--- src/tcd_pkg.sv ---
// Shared constants and types of the three-channel DMA controller.
package tcd_pkg;

    // ==========================================================
    // Channel and configuration memory layout
    // ==========================================================
    localparam int CH_NUM = 3;
    localparam int CFG_AW = 8;
    localparam logic [7:0] CFG_PRI_BASE = 8'h00;
    localparam logic [7:0] CFG_ALT_BASE = 8'h80;
    localparam logic [7:0] CFG_STRIDE = 8'h04;
    localparam logic [2:0] W_SRC = 3'h0;
    localparam logic [2:0] W_DST = 3'h1;
    localparam logic [2:0] W_CTL = 3'h2;
    localparam logic [2:0] FETCH_LAST = 3'h4;
    localparam logic [2:0] FETCH_LAG = 3'h2;

    // ==========================================================
    // Fields of channel_control_word
    // ==========================================================
    localparam int CC_LSB = 0;
    localparam int NM1_LSB = 4;
    localparam int RP_LSB = 14;
    localparam int SINC_LSB = 24;
    localparam int SSZ_LSB = 26;
    localparam int DINC_LSB = 28;
    localparam int DSZ_LSB = 30;
    localparam logic [31:0] CTL_CLR_MASK = 32'h0000_3ff7;
    localparam logic [3:0] RP_MAX = 4'ha;
    localparam logic [10:0] CNT_MAX = 11'h400;
    localparam logic [10:0] CNT_ONE = 11'h001;

    // ==========================================================
    // Cycle-control codes, widths and increments
    // ==========================================================
    localparam logic [2:0] CC_INVALID = 3'h0;
    localparam logic [2:0] CC_BASIC = 3'h1;
    localparam logic [2:0] CC_AUTO = 3'h2;
    localparam logic [2:0] CC_PINGPONG = 3'h3;
    localparam logic [2:0] CC_MSG_PRI = 3'h4;
    localparam logic [2:0] CC_MSG_ALT = 3'h5;
    localparam logic [2:0] CC_PSG_PRI = 3'h6;
    localparam logic [2:0] CC_PSG_ALT = 3'h7;
    localparam logic [1:0] SZ_BYTE = 2'h0;
    localparam logic [1:0] SZ_HALF = 2'h1;
    localparam logic [1:0] INC_NONE = 2'h3;
    localparam logic [1:0] HTRANS_IDLE = 2'h0;
    localparam logic [1:0] HTRANS_NONSEQ = 2'h2;

    typedef enum logic [2:0] {
        TCD_IDLE, TCD_FETCH, TCD_ISSUE, TCD_APH, TCD_DPH, TCD_STEP, TCD_WBACK
    } tcd_state_e;

endpackage : tcd_pkg

--- src/tcd_dma.sv ---
// Three-channel DMA controller: arbiter, structure fetch and AHB master engine.
//
// Operation
// - Three channels take requests; an arbiter picks among pending channels.
// - Channel structures live in a separate 1K configuration SRAM.
// - Two priority levels; lower channel index wins at equal priority.
// - Word, halfword or byte elements; addresses step by size or stay fixed.
// - Element count is the stored count-minus-one plus one, 1 to 1024.
// - Memory-to-memory, memory-to-peripheral and peripheral-to-memory moves.
// - Above two to the arbitration power, pause after that many and await request.
// - Per-channel interrupt enable, completion flag and error flag.
// - Bus error sets error flag, raises interrupt if enabled, clears enable.
// - Destination writes use the source element width.
// - Byte and halfword writes repeat the value on all unused lanes.
// - Cycle-control field selects one of eight modes.
// - Invalid mode moves nothing and clears the channel enable.
// - Basic mode moves the smaller of remaining count and burst size.
// - After a pause higher priority goes first, then this channel resumes.
// - Basic completion sets flag, clears enable, zeroes count and cycle fields.
// - Ping-pong alternates structures; stops on invalid structure or disable.
// - Scatter-gather primary loads the backup structure from a list in SRAM.
// - Auto-request re-requests itself after each pause, then clears enable.
// - Completion pulses the channel done output for one clock cycle.
`timescale 1ns/100ps
`default_nettype none

module tcd_dma (
    // Clock and reset.
    input wire logic clk_in,
    input wire logic rst_in,
    // Channel control and status.
    input wire logic [2:0] chan_en_set_in,
    input wire logic [2:0] prio_high_in,
    input wire logic [2:0] int_en_in,
    input wire logic [2:0] periph_req_in,
    input wire logic [2:0] sw_req_in,
    input wire logic [2:0] alt_clr_in,
    input wire logic [2:0] done_clr_in,
    input wire logic [2:0] err_clr_in,
    output logic [2:0] chan_en_out,
    output logic [2:0] alt_out,
    output logic [2:0] channel_complete_flag_out,
    output logic [2:0] err_flag_out,
    output logic [2:0] done_pulse_out,
    output logic [2:0] irq_done_out,
    output logic [2:0] irq_err_out,
    // Configuration SRAM port, read data one cycle after the address.
    output logic [7:0] cfg_addr_out,
    output logic cfg_we_out,
    output logic [31:0] cfg_wdata_out,
    input wire logic [31:0] cfg_rdata_in,
    // AHB master.
    output logic [31:0] haddr_out,
    output logic [1:0] htrans_out,
    output logic hwrite_out,
    output logic [2:0] hsize_out,
    output logic [31:0] hwdata_out,
    input wire logic [31:0] hrdata_in,
    input wire logic hready_in,
    input wire logic hresp_in
);

    // ==========================================================
    // Helper functions
    // ==========================================================
    function automatic logic [1:0] pick(input logic [2:0] c, input logic [2:0] hi);
        logic [2:0] m;
        pick = 2'h0;
        m = (|(c & hi)) ? (c & hi) : c;
        for (int i = tcd_pkg::CH_NUM - 1; i >= 0; i--) begin
            if (m[i]) begin
                pick = 2'(i);
            end
        end
    endfunction : pick

    function automatic logic [7:0] sbase(input logic alt, input logic [1:0] ch);
        sbase = (alt ? tcd_pkg::CFG_ALT_BASE : tcd_pkg::CFG_PRI_BASE)
            + 8'(8'(ch) * tcd_pkg::CFG_STRIDE);
    endfunction : sbase

    function automatic logic [31:0] eaddr(input logic [31:0] p, input logic [10:0] n,
                                          input logic [1:0] inc);
        eaddr = (inc == tcd_pkg::INC_NONE) ? p : p + (32'(n) << inc);
    endfunction : eaddr

    function automatic logic [31:0] lane(input logic [31:0] d, input logic [1:0] a,
                                         input logic [1:0] sz);
        logic [31:0] s;
        s = d >> {a, 3'h0};
        unique case (sz)
            tcd_pkg::SZ_BYTE: lane = {24'h0, s[7:0]};
            tcd_pkg::SZ_HALF: lane = {16'h0, s[15:0]};
            default: lane = d;
        endcase
    endfunction : lane

    function automatic logic [31:0] repl(input logic [31:0] d, input logic [1:0] sz);
        unique case (sz)
            tcd_pkg::SZ_BYTE: repl = {4{d[7:0]}};
            tcd_pkg::SZ_HALF: repl = {2{d[15:0]}};
            default: repl = d;
        endcase
    endfunction : repl

    // ==========================================================
    // State
    // ==========================================================
    tcd_pkg::tcd_state_e state_reg;
    logic [1:0] cur_reg;
    logic [2:0] fidx_reg;
    logic [31:0] src_reg;
    logic [31:0] dst_reg;
    logic [31:0] ctl_reg;
    logic [10:0] burst_reg;
    logic wr_phase_reg;
    logic [10:0] cnt_reg [tcd_pkg::CH_NUM];
    logic [2:0] en_reg;
    logic [2:0] pend_reg;
    logic [2:0] alt_reg;
    logic [2:0] dflag_reg;
    logic [2:0] eflag_reg;
    logic [2:0] grant_reg;
    logic [2:0] hw_dis_reg;
    logic [2:0] done_pls_reg;
    logic [2:0] err_pls_reg;
    logic [2:0] self_req_reg;
    logic [2:0] alt_tgl_reg;

    logic [2:0] cc;
    logic [1:0] ssz;
    logic [3:0] rp;
    logic [10:0] n_elems;
    logic [10:0] cap;
    logic [10:0] remain;
    logic [10:0] limit;
    logic [10:0] cnt_nx;
    logic [10:0] burst_nx;
    logic [2:0] cand;
    logic [2:0] cur_hot;
    logic sg_pri;
    logic [31:0] dst_addr;

    assign cc = ctl_reg[tcd_pkg::CC_LSB +: 3];
    assign ssz = ctl_reg[tcd_pkg::SSZ_LSB +: 2];
    assign rp = ctl_reg[tcd_pkg::RP_LSB +: 4];
    assign n_elems = {1'b0, ctl_reg[tcd_pkg::NM1_LSB +: 10]} + tcd_pkg::CNT_ONE;
    assign cap = (rp >= tcd_pkg::RP_MAX) ? tcd_pkg::CNT_MAX : (tcd_pkg::CNT_ONE << rp);
    assign remain = n_elems - cnt_reg[cur_reg] + burst_reg;
    assign limit = (remain < cap) ? remain : cap;
    assign cnt_nx = cnt_reg[cur_reg] + tcd_pkg::CNT_ONE;
    assign burst_nx = burst_reg + tcd_pkg::CNT_ONE;
    assign cand = pend_reg & en_reg & ~hw_dis_reg;
    assign cur_hot = 3'h1 << cur_reg;
    assign sg_pri = (cc == tcd_pkg::CC_MSG_PRI) || (cc == tcd_pkg::CC_PSG_PRI);
    assign dst_addr = eaddr(dst_reg, cnt_reg[cur_reg], ctl_reg[tcd_pkg::DINC_LSB +: 2]);

    // ==========================================================
    // Transfer engine
    // ==========================================================
    always_ff @(posedge clk_in or posedge rst_in) begin
        if (rst_in) begin
            state_reg <= tcd_pkg::TCD_IDLE;
            cur_reg <= 2'h0;
            fidx_reg <= 3'h0;
            src_reg <= 32'h0;
            dst_reg <= 32'h0;
            ctl_reg <= 32'h0;
            burst_reg <= 11'h0;
            wr_phase_reg <= 1'b0;
            for (int i = 0; i < tcd_pkg::CH_NUM; i++) begin
                cnt_reg[i] <= 11'h0;
            end
            grant_reg <= 3'h0;
            hw_dis_reg <= 3'h0;
            done_pls_reg <= 3'h0;
            err_pls_reg <= 3'h0;
            self_req_reg <= 3'h0;
            alt_tgl_reg <= 3'h0;
            cfg_addr_out <= 8'h0;
            cfg_we_out <= 1'b0;
            cfg_wdata_out <= 32'h0;
            haddr_out <= 32'h0;
            htrans_out <= tcd_pkg::HTRANS_IDLE;
            hwrite_out <= 1'b0;
            hsize_out <= 3'h0;
            hwdata_out <= 32'h0;
        end else begin
            grant_reg <= 3'h0;
            hw_dis_reg <= 3'h0;
            done_pls_reg <= 3'h0;
            err_pls_reg <= 3'h0;
            self_req_reg <= 3'h0;
            alt_tgl_reg <= 3'h0;
            cfg_we_out <= 1'b0;
            unique case (state_reg)
                tcd_pkg::TCD_IDLE: begin
                    if (|cand) begin
                        cur_reg <= pick(cand, prio_high_in);
                        grant_reg <= 3'h1 << pick(cand, prio_high_in);
                        fidx_reg <= 3'h0;
                        burst_reg <= 11'h0;
                        state_reg <= tcd_pkg::TCD_FETCH;
                    end
                end
                tcd_pkg::TCD_FETCH: begin
                    cfg_addr_out <= sbase(alt_reg[cur_reg], cur_reg) + {5'h0, fidx_reg};
                    if (fidx_reg == tcd_pkg::W_SRC + tcd_pkg::FETCH_LAG) begin
                        src_reg <= cfg_rdata_in;
                    end
                    if (fidx_reg == tcd_pkg::W_DST + tcd_pkg::FETCH_LAG) begin
                        dst_reg <= cfg_rdata_in;
                    end
                    if (fidx_reg == tcd_pkg::W_CTL + tcd_pkg::FETCH_LAG) begin
                        ctl_reg <= cfg_rdata_in;
                        state_reg <= tcd_pkg::TCD_ISSUE;
                    end
                    fidx_reg <= fidx_reg + 3'h1;
                end
                tcd_pkg::TCD_ISSUE: begin
                    if (cc == tcd_pkg::CC_INVALID) begin
                        hw_dis_reg <= cur_hot;
                        cnt_reg[cur_reg] <= 11'h0;
                        state_reg <= tcd_pkg::TCD_IDLE;
                    end else begin
                        haddr_out <= eaddr(src_reg, cnt_reg[cur_reg],
                                           ctl_reg[tcd_pkg::SINC_LSB +: 2]);
                        htrans_out <= tcd_pkg::HTRANS_NONSEQ;
                        hwrite_out <= 1'b0;
                        hsize_out <= {1'b0, ssz};
                        wr_phase_reg <= 1'b0;
                        state_reg <= tcd_pkg::TCD_APH;
                    end
                end
                tcd_pkg::TCD_APH: begin
                    if (hready_in) begin
                        htrans_out <= tcd_pkg::HTRANS_IDLE;
                        state_reg <= tcd_pkg::TCD_DPH;
                    end
                end
                tcd_pkg::TCD_DPH: begin
                    if (hresp_in) begin
                        err_pls_reg <= cur_hot;
                        hw_dis_reg <= cur_hot;
                        cnt_reg[cur_reg] <= 11'h0;
                        state_reg <= tcd_pkg::TCD_IDLE;
                    end else if (hready_in && wr_phase_reg) begin
                        state_reg <= tcd_pkg::TCD_STEP;
                    end else if (hready_in && sg_pri) begin
                        cfg_addr_out <= dst_addr[2 +: tcd_pkg::CFG_AW];
                        cfg_wdata_out <= hrdata_in;
                        cfg_we_out <= 1'b1;
                        state_reg <= tcd_pkg::TCD_STEP;
                    end else if (hready_in) begin
                        haddr_out <= dst_addr;
                        htrans_out <= tcd_pkg::HTRANS_NONSEQ;
                        hwrite_out <= 1'b1;
                        hsize_out <= {1'b0, ssz};
                        hwdata_out <= repl(lane(hrdata_in, haddr_out[1:0], ssz), ssz);
                        wr_phase_reg <= 1'b1;
                        state_reg <= tcd_pkg::TCD_APH;
                    end
                end
                tcd_pkg::TCD_STEP: begin
                    hwrite_out <= 1'b0;
                    burst_reg <= burst_nx;
                    if (cnt_nx == n_elems) begin
                        cnt_reg[cur_reg] <= 11'h0;
                        state_reg <= tcd_pkg::TCD_IDLE;
                        unique case (cc)
                            tcd_pkg::CC_BASIC, tcd_pkg::CC_AUTO: begin
                                done_pls_reg <= cur_hot;
                                state_reg <= tcd_pkg::TCD_WBACK;
                            end
                            tcd_pkg::CC_PINGPONG: begin
                                done_pls_reg <= cur_hot;
                                alt_tgl_reg <= cur_hot;
                            end
                            tcd_pkg::CC_MSG_PRI, tcd_pkg::CC_MSG_ALT: begin
                                alt_tgl_reg <= cur_hot;
                                self_req_reg <= cur_hot;
                            end
                            default: begin
                                alt_tgl_reg <= cur_hot;
                            end
                        endcase
                    end else if (burst_nx == limit) begin
                        cnt_reg[cur_reg] <= cnt_nx;
                        state_reg <= tcd_pkg::TCD_IDLE;
                        if (cc == tcd_pkg::CC_AUTO || cc == tcd_pkg::CC_MSG_PRI
                            || cc == tcd_pkg::CC_MSG_ALT) begin
                            self_req_reg <= cur_hot;
                        end
                    end else begin
                        cnt_reg[cur_reg] <= cnt_nx;
                        state_reg <= tcd_pkg::TCD_ISSUE;
                    end
                end
                tcd_pkg::TCD_WBACK: begin
                    cfg_addr_out <= sbase(alt_reg[cur_reg], cur_reg) + {5'h0, tcd_pkg::W_CTL};
                    cfg_wdata_out <= ctl_reg & ~tcd_pkg::CTL_CLR_MASK;
                    cfg_we_out <= 1'b1;
                    hw_dis_reg <= cur_hot;
                    state_reg <= tcd_pkg::TCD_IDLE;
                end
            endcase
        end
    end

    // ==========================================================
    // Per-channel enables, requests, structure select and flags
    // ==========================================================
    always_ff @(posedge clk_in or posedge rst_in) begin
        if (rst_in) begin
            en_reg <= 3'h0;
        end else begin
            en_reg <= (en_reg & ~hw_dis_reg) | chan_en_set_in;
        end
    end

    always_ff @(posedge clk_in or posedge rst_in) begin
        if (rst_in) begin
            pend_reg <= 3'h0;
        end else begin
            pend_reg <= ((pend_reg & ~grant_reg) | periph_req_in | sw_req_in | self_req_reg)
                & en_reg;
        end
    end

    always_ff @(posedge clk_in or posedge rst_in) begin
        if (rst_in) begin
            alt_reg <= 3'h0;
        end else begin
            alt_reg <= (alt_reg & ~alt_clr_in) ^ alt_tgl_reg;
        end
    end

    always_ff @(posedge clk_in or posedge rst_in) begin
        if (rst_in) begin
            dflag_reg <= 3'h0;
            eflag_reg <= 3'h0;
        end else begin
            dflag_reg <= (dflag_reg & ~done_clr_in) | done_pls_reg;
            eflag_reg <= (eflag_reg & ~err_clr_in) | err_pls_reg;
        end
    end

    assign chan_en_out = en_reg;
    assign alt_out = alt_reg;
    assign channel_complete_flag_out = dflag_reg;
    assign err_flag_out = eflag_reg;
    assign done_pulse_out = done_pls_reg;
    assign irq_done_out = dflag_reg & int_en_in;
    assign irq_err_out = eflag_reg & int_en_in;

    // ==========================================================
    // Assertions
    // ==========================================================
    property p_done_one_cycle;
        @(posedge clk_in) disable iff (rst_in)
        (done_pls_reg != 3'h0) |=> (done_pls_reg == 3'h0) [*2];
    endproperty
    a_done_one_cycle: assert property (p_done_one_cycle)
        else $error("Done pulse lasted more than one cycle.");

    property p_done_sets_flag;
        @(posedge clk_in) disable iff (rst_in)
        (done_pls_reg != 3'h0) |=> ((dflag_reg & $past(done_pls_reg)) == $past(done_pls_reg));
    endproperty
    a_done_sets_flag: assert property (p_done_sets_flag)
        else $error("Completion did not set the completion flag.");

    property p_err_disables;
        @(posedge clk_in) disable iff (rst_in)
        (err_pls_reg != 3'h0 && chan_en_set_in == 3'h0)
            |=> ((en_reg & $past(err_pls_reg)) == 3'h0)
                && ((eflag_reg & $past(err_pls_reg)) != 3'h0);
    endproperty
    a_err_disables: assert property (p_err_disables)
        else $error("Bus error did not flag and disable the channel.");

    property p_invalid_no_move;
        @(posedge clk_in) disable iff (rst_in)
        (state_reg == tcd_pkg::TCD_ISSUE && cc == tcd_pkg::CC_INVALID)
            |=> (state_reg == tcd_pkg::TCD_IDLE) && (htrans_out == tcd_pkg::HTRANS_IDLE)
                && (hw_dis_reg == cur_hot);
    endproperty
    a_invalid_no_move: assert property (p_invalid_no_move)
        else $error("Invalid structure started a transfer.");

    property p_lane_repeat;
        @(posedge clk_in) disable iff (rst_in)
        (htrans_out == tcd_pkg::HTRANS_NONSEQ && hwrite_out && hsize_out[1] == 1'b0)
            |-> (hwdata_out == repl(hwdata_out, hsize_out[1:0]));
    endproperty
    a_lane_repeat: assert property (p_lane_repeat)
        else $error("Narrow write data not repeated over unused lanes.");

    property p_write_src_width;
        @(posedge clk_in) disable iff (rst_in)
        (htrans_out == tcd_pkg::HTRANS_NONSEQ && hwrite_out) |-> (hsize_out == {1'b0, ssz});
    endproperty
    a_write_src_width: assert property (p_write_src_width)
        else $error("Write size differs from the source width.");

    property p_grant_enabled;
        @(posedge clk_in) disable iff (rst_in)
        (grant_reg != 3'h0) |-> ((grant_reg & en_reg) == grant_reg) && ($onehot(grant_reg));
    endproperty
    a_grant_enabled: assert property (p_grant_enabled)
        else $error("Disabled channel won arbitration.");

    property p_burst_bound;
        @(posedge clk_in) disable iff (rst_in)
        (state_reg == tcd_pkg::TCD_STEP) |-> (burst_nx <= limit) && (cnt_nx <= n_elems);
    endproperty
    a_burst_bound: assert property (p_burst_bound)
        else $error("Burst ran past the arbitration limit.");

    property p_wback_clears;
        @(posedge clk_in) disable iff (rst_in)
        (state_reg == tcd_pkg::TCD_WBACK) |=> cfg_we_out
            && (cfg_wdata_out[tcd_pkg::NM1_LSB +: 10] == 10'h0)
            && (cfg_wdata_out[tcd_pkg::CC_LSB +: 3] == tcd_pkg::CC_INVALID);
    endproperty
    a_wback_clears: assert property (p_wback_clears)
        else $error("Completion write-back did not clear count and mode.");

endmodule : tcd_dma

`default_nettype wire

--- config.mk ---
export PLATFORM = sky130hd
export DESIGN_NAME = tcd_dma
export DESIGN_NICKNAME = d
export VERILOG_FILES = /design/src/tcd_pkg.sv /design/src/tcd_dma.sv
export SDC_FILE = /design/constraint.sdc
export NUM_CORES = 1
export LEC_CHECK = 0
export BUFFER_PORTS_ARGS = -buffer_cell sky130_fd_sc_hd__buf_2
export CAP_MARGIN = 5
export CORE_UTILIZATION = 35
export CTS_CLUSTER_SIZE = 28
export DETAILED_ROUTE_END_ITERATION = 8
export HOLD_SLACK_MARGIN = 0.03
export SLEW_MARGIN = 30
export SYNTH_ARGS = -nofsm -noshare
export SYNTH_HDL_FRONTEND = slang
export SYNTH_SLANG_ARGS = --single-unit
export TNS_END_PERCENT = 10
--- constraint.sdc ---
create_clock -name clk_in -period 10.2 [get_ports clk_in]
set_clock_uncertainty 0.2 [all_clocks]
set_input_delay 0 -clock clk_in [delete_from_list [all_inputs] [get_ports clk_in]]
set_output_delay 0 -clock clk_in [all_outputs]
set_load 0.02 [all_outputs]
==> impl_metrics.ini, run 1 <==
[outcome]
outcome = completed

[floorplanning]
die_area_um2 = 51300
io_pins = 224
core_um2 = 49400
initial_utilization = 0.358
die_width_um = 227
fp-row-count = 81
die_y_um = 227

[timing]
maxSlewHeadroom = 0.240
setup_viol = 0
worstMarginPinSlew_ps = 1130
finalHoldViolCount = 0
finalMaxSlewViolations = 0
period_needed_ps = 7110
hold_ws_ps = 53.8
rsz0062_at_grt = false
fin_tns_setup_ps = 0
max_freq_ghz = 0.141
fin_ws_ps = 3090
fin_crit_sh = 0.697

[placement]
place.gp.congestion = 0.878
post-place-ws_ps = 3040
place_area_um2 = 19400
dp_hpwl_mm = 40.5
dp.cells = 2695
portBuffers = 221

[critical_path]
crit_required_ps = 10430
endpoint = state_reg[1]$_DFFE_PP0P_
crit_start = cur_reg[1]$_DFFE_PP0P_
reg2reg_to = state_reg[1]$_DFFE_PP0P_
cp.arrival_ps = 7340
rrSetupSlack_ps = 3090
timing.rr.start = cur_reg[1]$_DFFE_PP0P_
startpoint_type = register
end_kind = register
cp_max_fo = 22
worstSetupPathType = register to register
reg2reg_depth = 21

[routing]
drtPass1Iterations = 5
drtIter0Drc = 1299
ant_nets = 0
wl_per_cell_um = 19.3
drt_wl_total_mm = 55.3
vias_per_cell = 5.31
vias = 15221
drc = 0

[power]
clkPwrFrac = 0.177
swShare = 0.453
static-leakage-power_nw = 9.90
peakVddDrop_mv = 0.177
seq_power_share = 0.278
p_int_mw = 3.98
power.net_switching_mw = 3.29
total_power_mw = 7.28
p_per_area_nw_per_um2 = 336
p_comb_frac = 0.544

[clock_network]
cts_resized = 0
cts_max_level = 2
clk_pin_slew_ps = 60
cts_inserted_buffers = 34
hold_buffers = 109
postCtsSetupRepairBufs = 0
cts_buffer_depth = 3
clock-sinks = 291
worstSkewPairLatency_ps = 560
cts_tree = built
root_buffer = clkbuf_16

[final_layout]
utilization = 0.439
fillers = 4776
largest_reg_flops = 33
fin_area_um2 = 21700
area_growth_syn_to_layout_pct = 22.7
drive_above_1_share = 0.195
final_nets = 2340
n_antenna_cell = 0
stdcell_count = 2865

[synth]
avgSynthCellArea_um2 = 9.30
ys_warn_count = 0
synth_top_area_share = 0.413
synth_most_common_cell = dfrtp_1
yosysSeqAreaShare = 0.413
synth_top_area_cell = dfrtp_1
netlist_area_um2 = 17600
ys_async_sr_fraction = 1.00
yosys-top-cells-area = dfrtp_1, mux2_2, nand2_1, mux2i_1, o21ai_0
synth_edf_count = 0
ys_types = 80
synth_top_flop_cell = dfrtp_1
synthTopCellsByCount = dfrtp_1, nand2_1, o21ai_0
ys_ff_latch = 291
syn-instance-count = 1898

[min_path]
min_path_type = input pin to register

[global_route]
grt_pass1_wl_mm = 85.5
grt-ovfl-total = 0
antenna_found_initial = 2
grt_pass1_vias = 14988
grt_util_all_layers = 0.215
grt_max_degree = 172

[flow_run]
cap_violations = 0
-- power groups by stage --
| stage | clock network [mW] | logic (mW) | registers [mW] |
|---|---|---|---|
| 4_1_cts | 1.32 | 3.95 | 2.02 |
| 3_3_place_gp | 0 | 3.82 | 2.01 |
| 6_report | 1.29 | 3.96 | 2.03 |
| 2_1_floorplan | 0 | 2.73 | 2.06 |
| 3_5_place_dp | 0 | 3.87 | 2.04 |
| 5_1_grt | 1.36 | 4.42 | 2.08 |
-- how the worst min path moves through the flow --
stage / startpoint / to / slack (ps) / cells past startpoint
final: hrdata_in[10] / cfg_wdata_out[10]$_DFFE_PP0P_ / 50 / 4
after global routing: hrdata_in[8] / cfg_wdata_out[8]$_DFFE_PP0P_ / 70 / 4
after CTS: hrdata_in[10] / cfg_wdata_out[10]$_DFFE_PP0P_ / 30 / 4
after detailed placement: chan_en_set_in[2] / chan_en_out[2]$_DFF_PP0_ / -10 / 2
after global placement: chan_en_set_in[0] / chan_en_out[0]$_DFF_PP0_ / -20 / 2
after floorplan: chan_en_set_in[0] / chan_en_out[0]$_DFF_PP0_ / -110 / 1
-- worst max-delay path: stages, from the launching register on --
cell	delay (ps)
dfrtp_1	980
nor2b_1	350
buf_4	290
o2bb2ai_2	280
fa_1	500
inv_1	110
ha_1	260
a211oi_1	390
o21ai_0	170
nor3b_1	190
o41ai_1	320
xnor2_1	250
ha_1	310
o21a_1	110
o21ai_0	200
nor2b_1	470
nor3_1	140
o21ai_0	150
or3b_1	360
nor4_1	320
nand4_1	290
a211o_1	360
-- cell type report --
cell class	count	area [µm²]	share of cell area
Clock inverter	14	189	0.00872
Clock buffer	46	977	0.0451
Timing Repair Buffer	348	2380	0.110
Tap cell	664	831	0.0384
Multi-Input combinational cell	1427	9700	0.448
Inverter	75	289	0.0133
Sequential cell	291	7280	0.336
-- layer usage --
layer | global-route usage | up-vias | share of wire
met2 | 0.344 | 446 | 0.46
met4 | 0.0881 | 0 | 0.038
li1 | - | 7236 | -
met5 | 0 | - | 0
met1 | 0.286 | 7425 | 0.45
met3 | 0.0382 | 114 | 0.055
-- cell usage in the layout, fill, tap and decap left out, types with 59 or more instances in the layout --
cell type,netlist,final
a21oi_1,79,79
buf_2,9,221
dfrtp_1,291,289
dlygate4sd3_1,0,109
ha_1,59,59
inv_1,73,72
mux2_2,97,97
mux2i_1,77,77
nand2_1,277,275
nor2_1,109,107
o21ai_0,148,147
xnor2_1,71,71
-- cell families after synthesis --
kind of cell | Yosys count | share of synthesized area
and+or+nand+nor | 636 | 0.168
AOI/OAI and AO/OA | 435 | 0.162
DFF | 291 | 0.413
buffers and inverters | 181 | 0.0406
muxes | 176 | 0.108
xor gates and xnor gates | 107 | 0.0539
adders and majority gates | 71 | 0.0554
other | 1 | 0.000212
(Power assumes the default switching activity.)
==> run 2: changes to the inputs <==
clock period = 5.9 ns   (was 10.2 ns; I/O delays follow)
==> impl_metrics.ini, run 2 (same netlist as run 1, synthesis figures left out) <==
[timing]
fin_tns_setup_ps = 0
finalMaxSlewViolations = 0
setup_viol = 0
hold_ws_ps = 47.6
period_needed_ps = 5610
max_freq_ghz = 0.178
fin_crit_sh = 0.951
worstMarginPinSlew_ps = 1090
maxSlewHeadroom = 0.271
finalHoldViolCount = 0

[floorplanning]
die_width_um = 227
die_area_um2 = 51300
initial_utilization = 0.358
fp-row-count = 81
die_y_um = 227
core_um2 = 49400
io_pins = 224

[clock_network]
cts_buffer_depth = 3
cts_inserted_buffers = 34
clock-sinks = 291
root_buffer = clkbuf_16
worstSkewPairLatency_ps = 560
cts_max_level = 2
cts_tree = built
clk_pin_slew_ps = 60

[global_route]
grt_util_all_layers = 0.213
grt_pass1_vias = 14945
grt_pass1_wl_mm = 85.0
antenna_found_initial = 0
grt_max_degree = 170
grt-ovfl-total = 0

[power]
clkPwrFrac = 0.162
seq_power_share = 0.266
p_int_mw = 7.21
static-leakage-power_nw = 10.0
p_comb_frac = 0.572
peakVddDrop_mv = 0.413
power.net_switching_mw = 5.85
total_power_mw = 13.1
p_per_area_nw_per_um2 = 595
swShare = 0.448

[critical_path]
end_kind = register
reg2reg_to = state_reg[1]$_DFFE_PP0P_
path_cells = buf_6, mux2i_1, nor2_1, a21oi_2, inv_1, ha_1, inv_1, ha_1, fa_2, a21o_1, a22o_1, o21ai_1, xnor2_1, xnor2_1, ha_2, a211o_1, a31oi_2, o211a_1, nor3_1, o21ai_0, or3b_1, nor4_2, nand4_1, a211o_1
cp_max_fo = 6
reg2reg_depth = 24
worstSetupPathType = register to register
cp.arrival_ps = 5830
max_stage_delay_ps = 400
rrSetupSlack_ps = 290
cp_slowest_cell = or3b_1
path_buf_inv = 3
cp_top_family = compound AO/OA/AOI/OAI gates
timing.rr.start = cur_reg[0]$_DFFE_PP0P_
startpoint_type = register
crit_required_ps = 6120

[placement]
place.gp.congestion = 0.881
place_area_um2 = 19500
portBuffers = 221
dp_hpwl_mm = 40.1

[flow_run]
cap_violations = 0

[routing]
drt_wl_total_mm = 54.9
vias = 15385
drtIter0Drc = 1133
vias_per_cell = 5.32
ant_nets = 0
drc = 0
wl_per_cell_um = 19.0
drtPass1Iterations = 5

[final_layout]
area_growth_syn_to_layout_pct = 24.3
multi_input_area_um2 = 9860
final_common_cell = dfrtp_1
final_cell_mix = dfrtp_1, nand2_1, buf_2, o21ai_0
n_antenna_cell = 0
seqCellArea_um2 = 7280
final_nets = 2366
utilization = 0.444
fin_area_um2 = 21900
drive_above_1_share = 0.213
fillers = 4720
largest_reg_flops = 33

[min_path]
holdPathEnd = src_reg[23]$_DFFE_PP0P_
whs_path_depth = 3
worstHoldStart = cfg_rdata_in[23]
min_path_type = input pin to register

[outcome]
outcome = completed
run 2: final cells by class:
cell class                 instances  area share
clock buffer                      49      0.0446
inverter                          75      0.0130
multi-input combinational       1427       0.449
timing repair buffer             374       0.117
tap                              664      0.0379
clock inverter                    10     0.00576
sequential                       291       0.332
run 2: worst min-delay path: stages:
cell	delay (ps)
dlygate4sd3_1	510
buf_2	120
mux2_2	140
run 2: worst max path at each step:
stage                      startpoint  slack [ps]  cells past startpoint                  endpoint
3_5_place_dp   cur_reg[0]$_DFFE_PP0P_         110                     21  state_reg[1]$_DFFE_PP0P_
5_1_grt        cur_reg[0]$_DFFE_PP0P_         -30                     24  state_reg[1]$_DFFE_PP0P_
2_1_floorplan  cur_reg[0]$_DFFE_PP0P_         390                     23  state_reg[1]$_DFFE_PP0P_
3_3_place_gp   cur_reg[0]$_DFFE_PP0P_         190                     22  state_reg[1]$_DFFE_PP0P_
4_1_cts        cur_reg[0]$_DFFE_PP0P_         110                     21  state_reg[1]$_DFFE_PP0P_
6_report       cur_reg[0]$_DFFE_PP0P_         290                     24  state_reg[1]$_DFFE_PP0P_
run 2: metrics by stage:
stage / setup slack, ps / cells
floorplan: 389 / 1899
finish: 288 / 2890
CTS: 107 / 2887
global route: -25.9 / 2890
detailed placement: 106 / 2721
global placement: 186 / 2721
run 2: what timing repair did:
item	in CTS	in global routing
gates resized for setup	0	34
setup buffers	0	2
setup endpoints to repair	0	4
endpoints found under the hold margin	249	0
hold buffers	107	0
run 2: power by group through the flow:
| stage | combinational [mW] | sequential (mW) | clock, mW |
|---|---|---|---|
| finish | 7.47 | 3.47 | 2.12 |
| global route | 8.23 | 3.57 | 2.25 |
| CTS | 7.05 | 3.46 | 2.17 |
| detailed placement | 6.90 | 3.49 | 0 |
| global placement | 6.85 | 3.46 | 0 |
| floorplan | 4.71 | 3.56 | 0 |
run 2: routing by layer:
metal  up-vias  global-route usage  share of wire
li1       7290                   -              -
met1      7571               0.289           0.45
met2       449               0.350           0.47
met3        75              0.0369          0.054
met4         0              0.0543          0.021
met5         -                   0              0
==> run 3: changes to the inputs <==
CORE_UTILIZATION = 55   (was 35)
CTS_BUF_LIST = sky130_fd_sc_hd__clkbuf_4 sky130_fd_sc_hd__clkbuf_8   (was not set)
PLACE_DENSITY = 0.79   (was not set)
==> impl_metrics.ini, run 3 (same netlist as run 1, synthesis figures left out) <==
[critical_path]
crit_required_ps = 6170
timing.rr.start = cur_reg[0]$_DFFE_PP0P_
reg2reg_depth = 22
end_kind = register
reg2reg_to = state_reg[1]$_DFFE_PP0P_
rrSetupSlack_ps = 270
path_buf_inv = 3
cp_max_fo = 9
startpoint_type = register
cp.arrival_ps = 5900
cp_top_family = compound AO/OA/AOI/OAI gates
max_stage_delay_ps = 510
worst-path-stages = 22
path_cells = buf_12, mux2i_4, o2bb2ai_4, fa_1, inv_1, ha_4, o21ai_1, o21ai_0, nor3b_2, nor2_1, xnor2_1, ha_1, a211o_1, a31oi_4, o211ai_1, buf_4, nand2_1, nand2_1, a31o_1, nor4_4, nand4_1, a211o_1
cp_slowest_cell = fa_1
worstSetupPathType = register to register

[placement]
dp_hpwl_mm = 37.1
place.gp.congestion = 0.922
place_area_um2 = 19200
portBuffers = 221

[outcome]
outcome = completed

[global_route]
grt_pass1_vias = 16211
grt_max_degree = 146
grt-ovfl-total = 0
grt_util_all_layers = 0.333
grt_pass1_wl_mm = 86.7
antenna_found_initial = 2

[clock_network]
clock-sinks = 291
worstSkewPairLatency_ps = 600
cts_tree = built
cts_inserted_buffers = 48
cts_max_level = 2
root_buffer = clkbuf_8
cts_buffer_depth = 3
clk_pin_slew_ps = 60

[timing]
finalMaxSlewViolations = 0
setup_viol = 0
fin_crit_sh = 0.955
worstMarginPinSlew_ps = 1020
maxSlewHeadroom = 0.317
max_freq_ghz = 0.177
hold_ws_ps = 64.1
period_needed_ps = 5630
rsz0062_at_grt = false
finalHoldViolCount = 0

[power]
peakVddDrop_mv = 0.399
static-leakage-power_nw = 10.2
p_per_area_nw_per_um2 = 600

[floorplanning]
die_y_um = 181
initial_utilization = 0.559
die_area_um2 = 32800
io_pins = 224
die_width_um = 181
core_um2 = 31600
fp-row-count = 65

[final_layout]
final_common_cell = dfrtp_1
final_cell_mix = dfrtp_1, nand2_1, buf_2, dlygate4sd3_1, o21ai_0
largest_reg_flops = 33
final_nets = 2429
area_growth_syn_to_layout_pct = 24.9
fin_area_um2 = 22000
drive_above_1_share = 0.226
fillers = 2310

[min_path]
whs_path_depth = 4
holdPathEnd = cfg_wdata_out[2]$_DFFE_PP0P_
min_path_type = input pin to register
worstHoldStart = hrdata_in[2]

[routing]
wl_per_cell_um = 20.3
drt_wl_total_mm = 54.9
vias_per_cell = 5.98
drtPass1Iterations = 8
drtIter0Drc = 1333
vias = 16167
drc = 0
ant_nets = 0

[flow_run]
cap_violations = 0
run 3: area by class of cell:
class	instances	area, µm²	share of cell area
Multi-Input combinational cell	1427	9890	0.449
Sequential cell	291	7290	0.331
Timing Repair Buffer	423	3070	0.139
Clock buffer	69	856	0.0388
Tap cell	402	503	0.0228
Inverter	75	285	0.0129
Clock inverter	14	158	0.00715
Antenna cell	1	2.50	0.000114
run 3: layer usage:
| metal | up-vias | track usage | wire, µm |
|---|---|---|---|
| met3 | 158 | 0.0564 | 4130 |
| li1 | 7395 | - | - |
| met5 | - | 0 | 0 |
| met1 | 7866 | 0.436 | 22700 |
| met2 | 748 | 0.554 | 26200 |
| met4 | 0 | 0.125 | 1840 |
run 3: how the worst max path moves through the flow:
stage / startpoint / to / slack [ps]
2_1_floorplan: cur_reg[0]$_DFFE_PP0P_ / state_reg[1]$_DFFE_PP0P_ / 390
3_3_place_gp: cur_reg[0]$_DFFE_PP0P_ / state_reg[1]$_DFFE_PP0P_ / -2
3_5_place_dp: cur_reg[0]$_DFFE_PP0P_ / state_reg[1]$_DFFE_PP0P_ / -170
4_1_cts: cur_reg[0]$_DFFE_PP0P_ / state_reg[1]$_DFFE_PP0P_ / 50
5_1_grt: cur_reg[0]$_DFFE_PP0P_ / state_reg[1]$_DFFE_PP0P_ / 20
6_report: cur_reg[0]$_DFFE_PP0P_ / state_reg[1]$_DFFE_PP0P_ / 270
run 3: worst min-delay path, cell delays in order:
cell and delay, ps:
dlygate4sd3_1 530, buf_2 140, nand2_1 50, o21ai_0 70
run 3: metrics by stage:
| stage | setup slack [ps] | setup TNS [ps] | power, mW | cells | util |
|---|---|---|---|---|---|
| after floorplan | 389 | 0 | 8.27 | 1899 | - |
| after global placement | -2.18 | -2.18 | 10.1 | 2457 | 0.608 |
| after detailed placement | -167 | -415 | 10.2 | 2458 | 0.609 |
| after CTS | 45.6 | 0 | 12.4 | 2698 | 0.691 |
| after global routing | 21.4 | 0 | 14.1 | 2702 | 0.699 |
| final | 266 | 0 | 13.2 | 2702 | 0.699 |
run 3: report_power, final:
part	total [mW]	switching [mW]	internal, mW
logic	7.77	4.35	3.42
clock network	1.92	0.853	1.07
registers	3.52	0.819	2.71
run 3: what timing repair did:
action,in CTS,in global routing
gates cloned,0,0
setup endpoints to repair,4,4
hold buffers,155,0
gates resized for setup,3,49
pin swaps,1,13
endpoints found under the hold margin,334,0
setup buffers,2,3
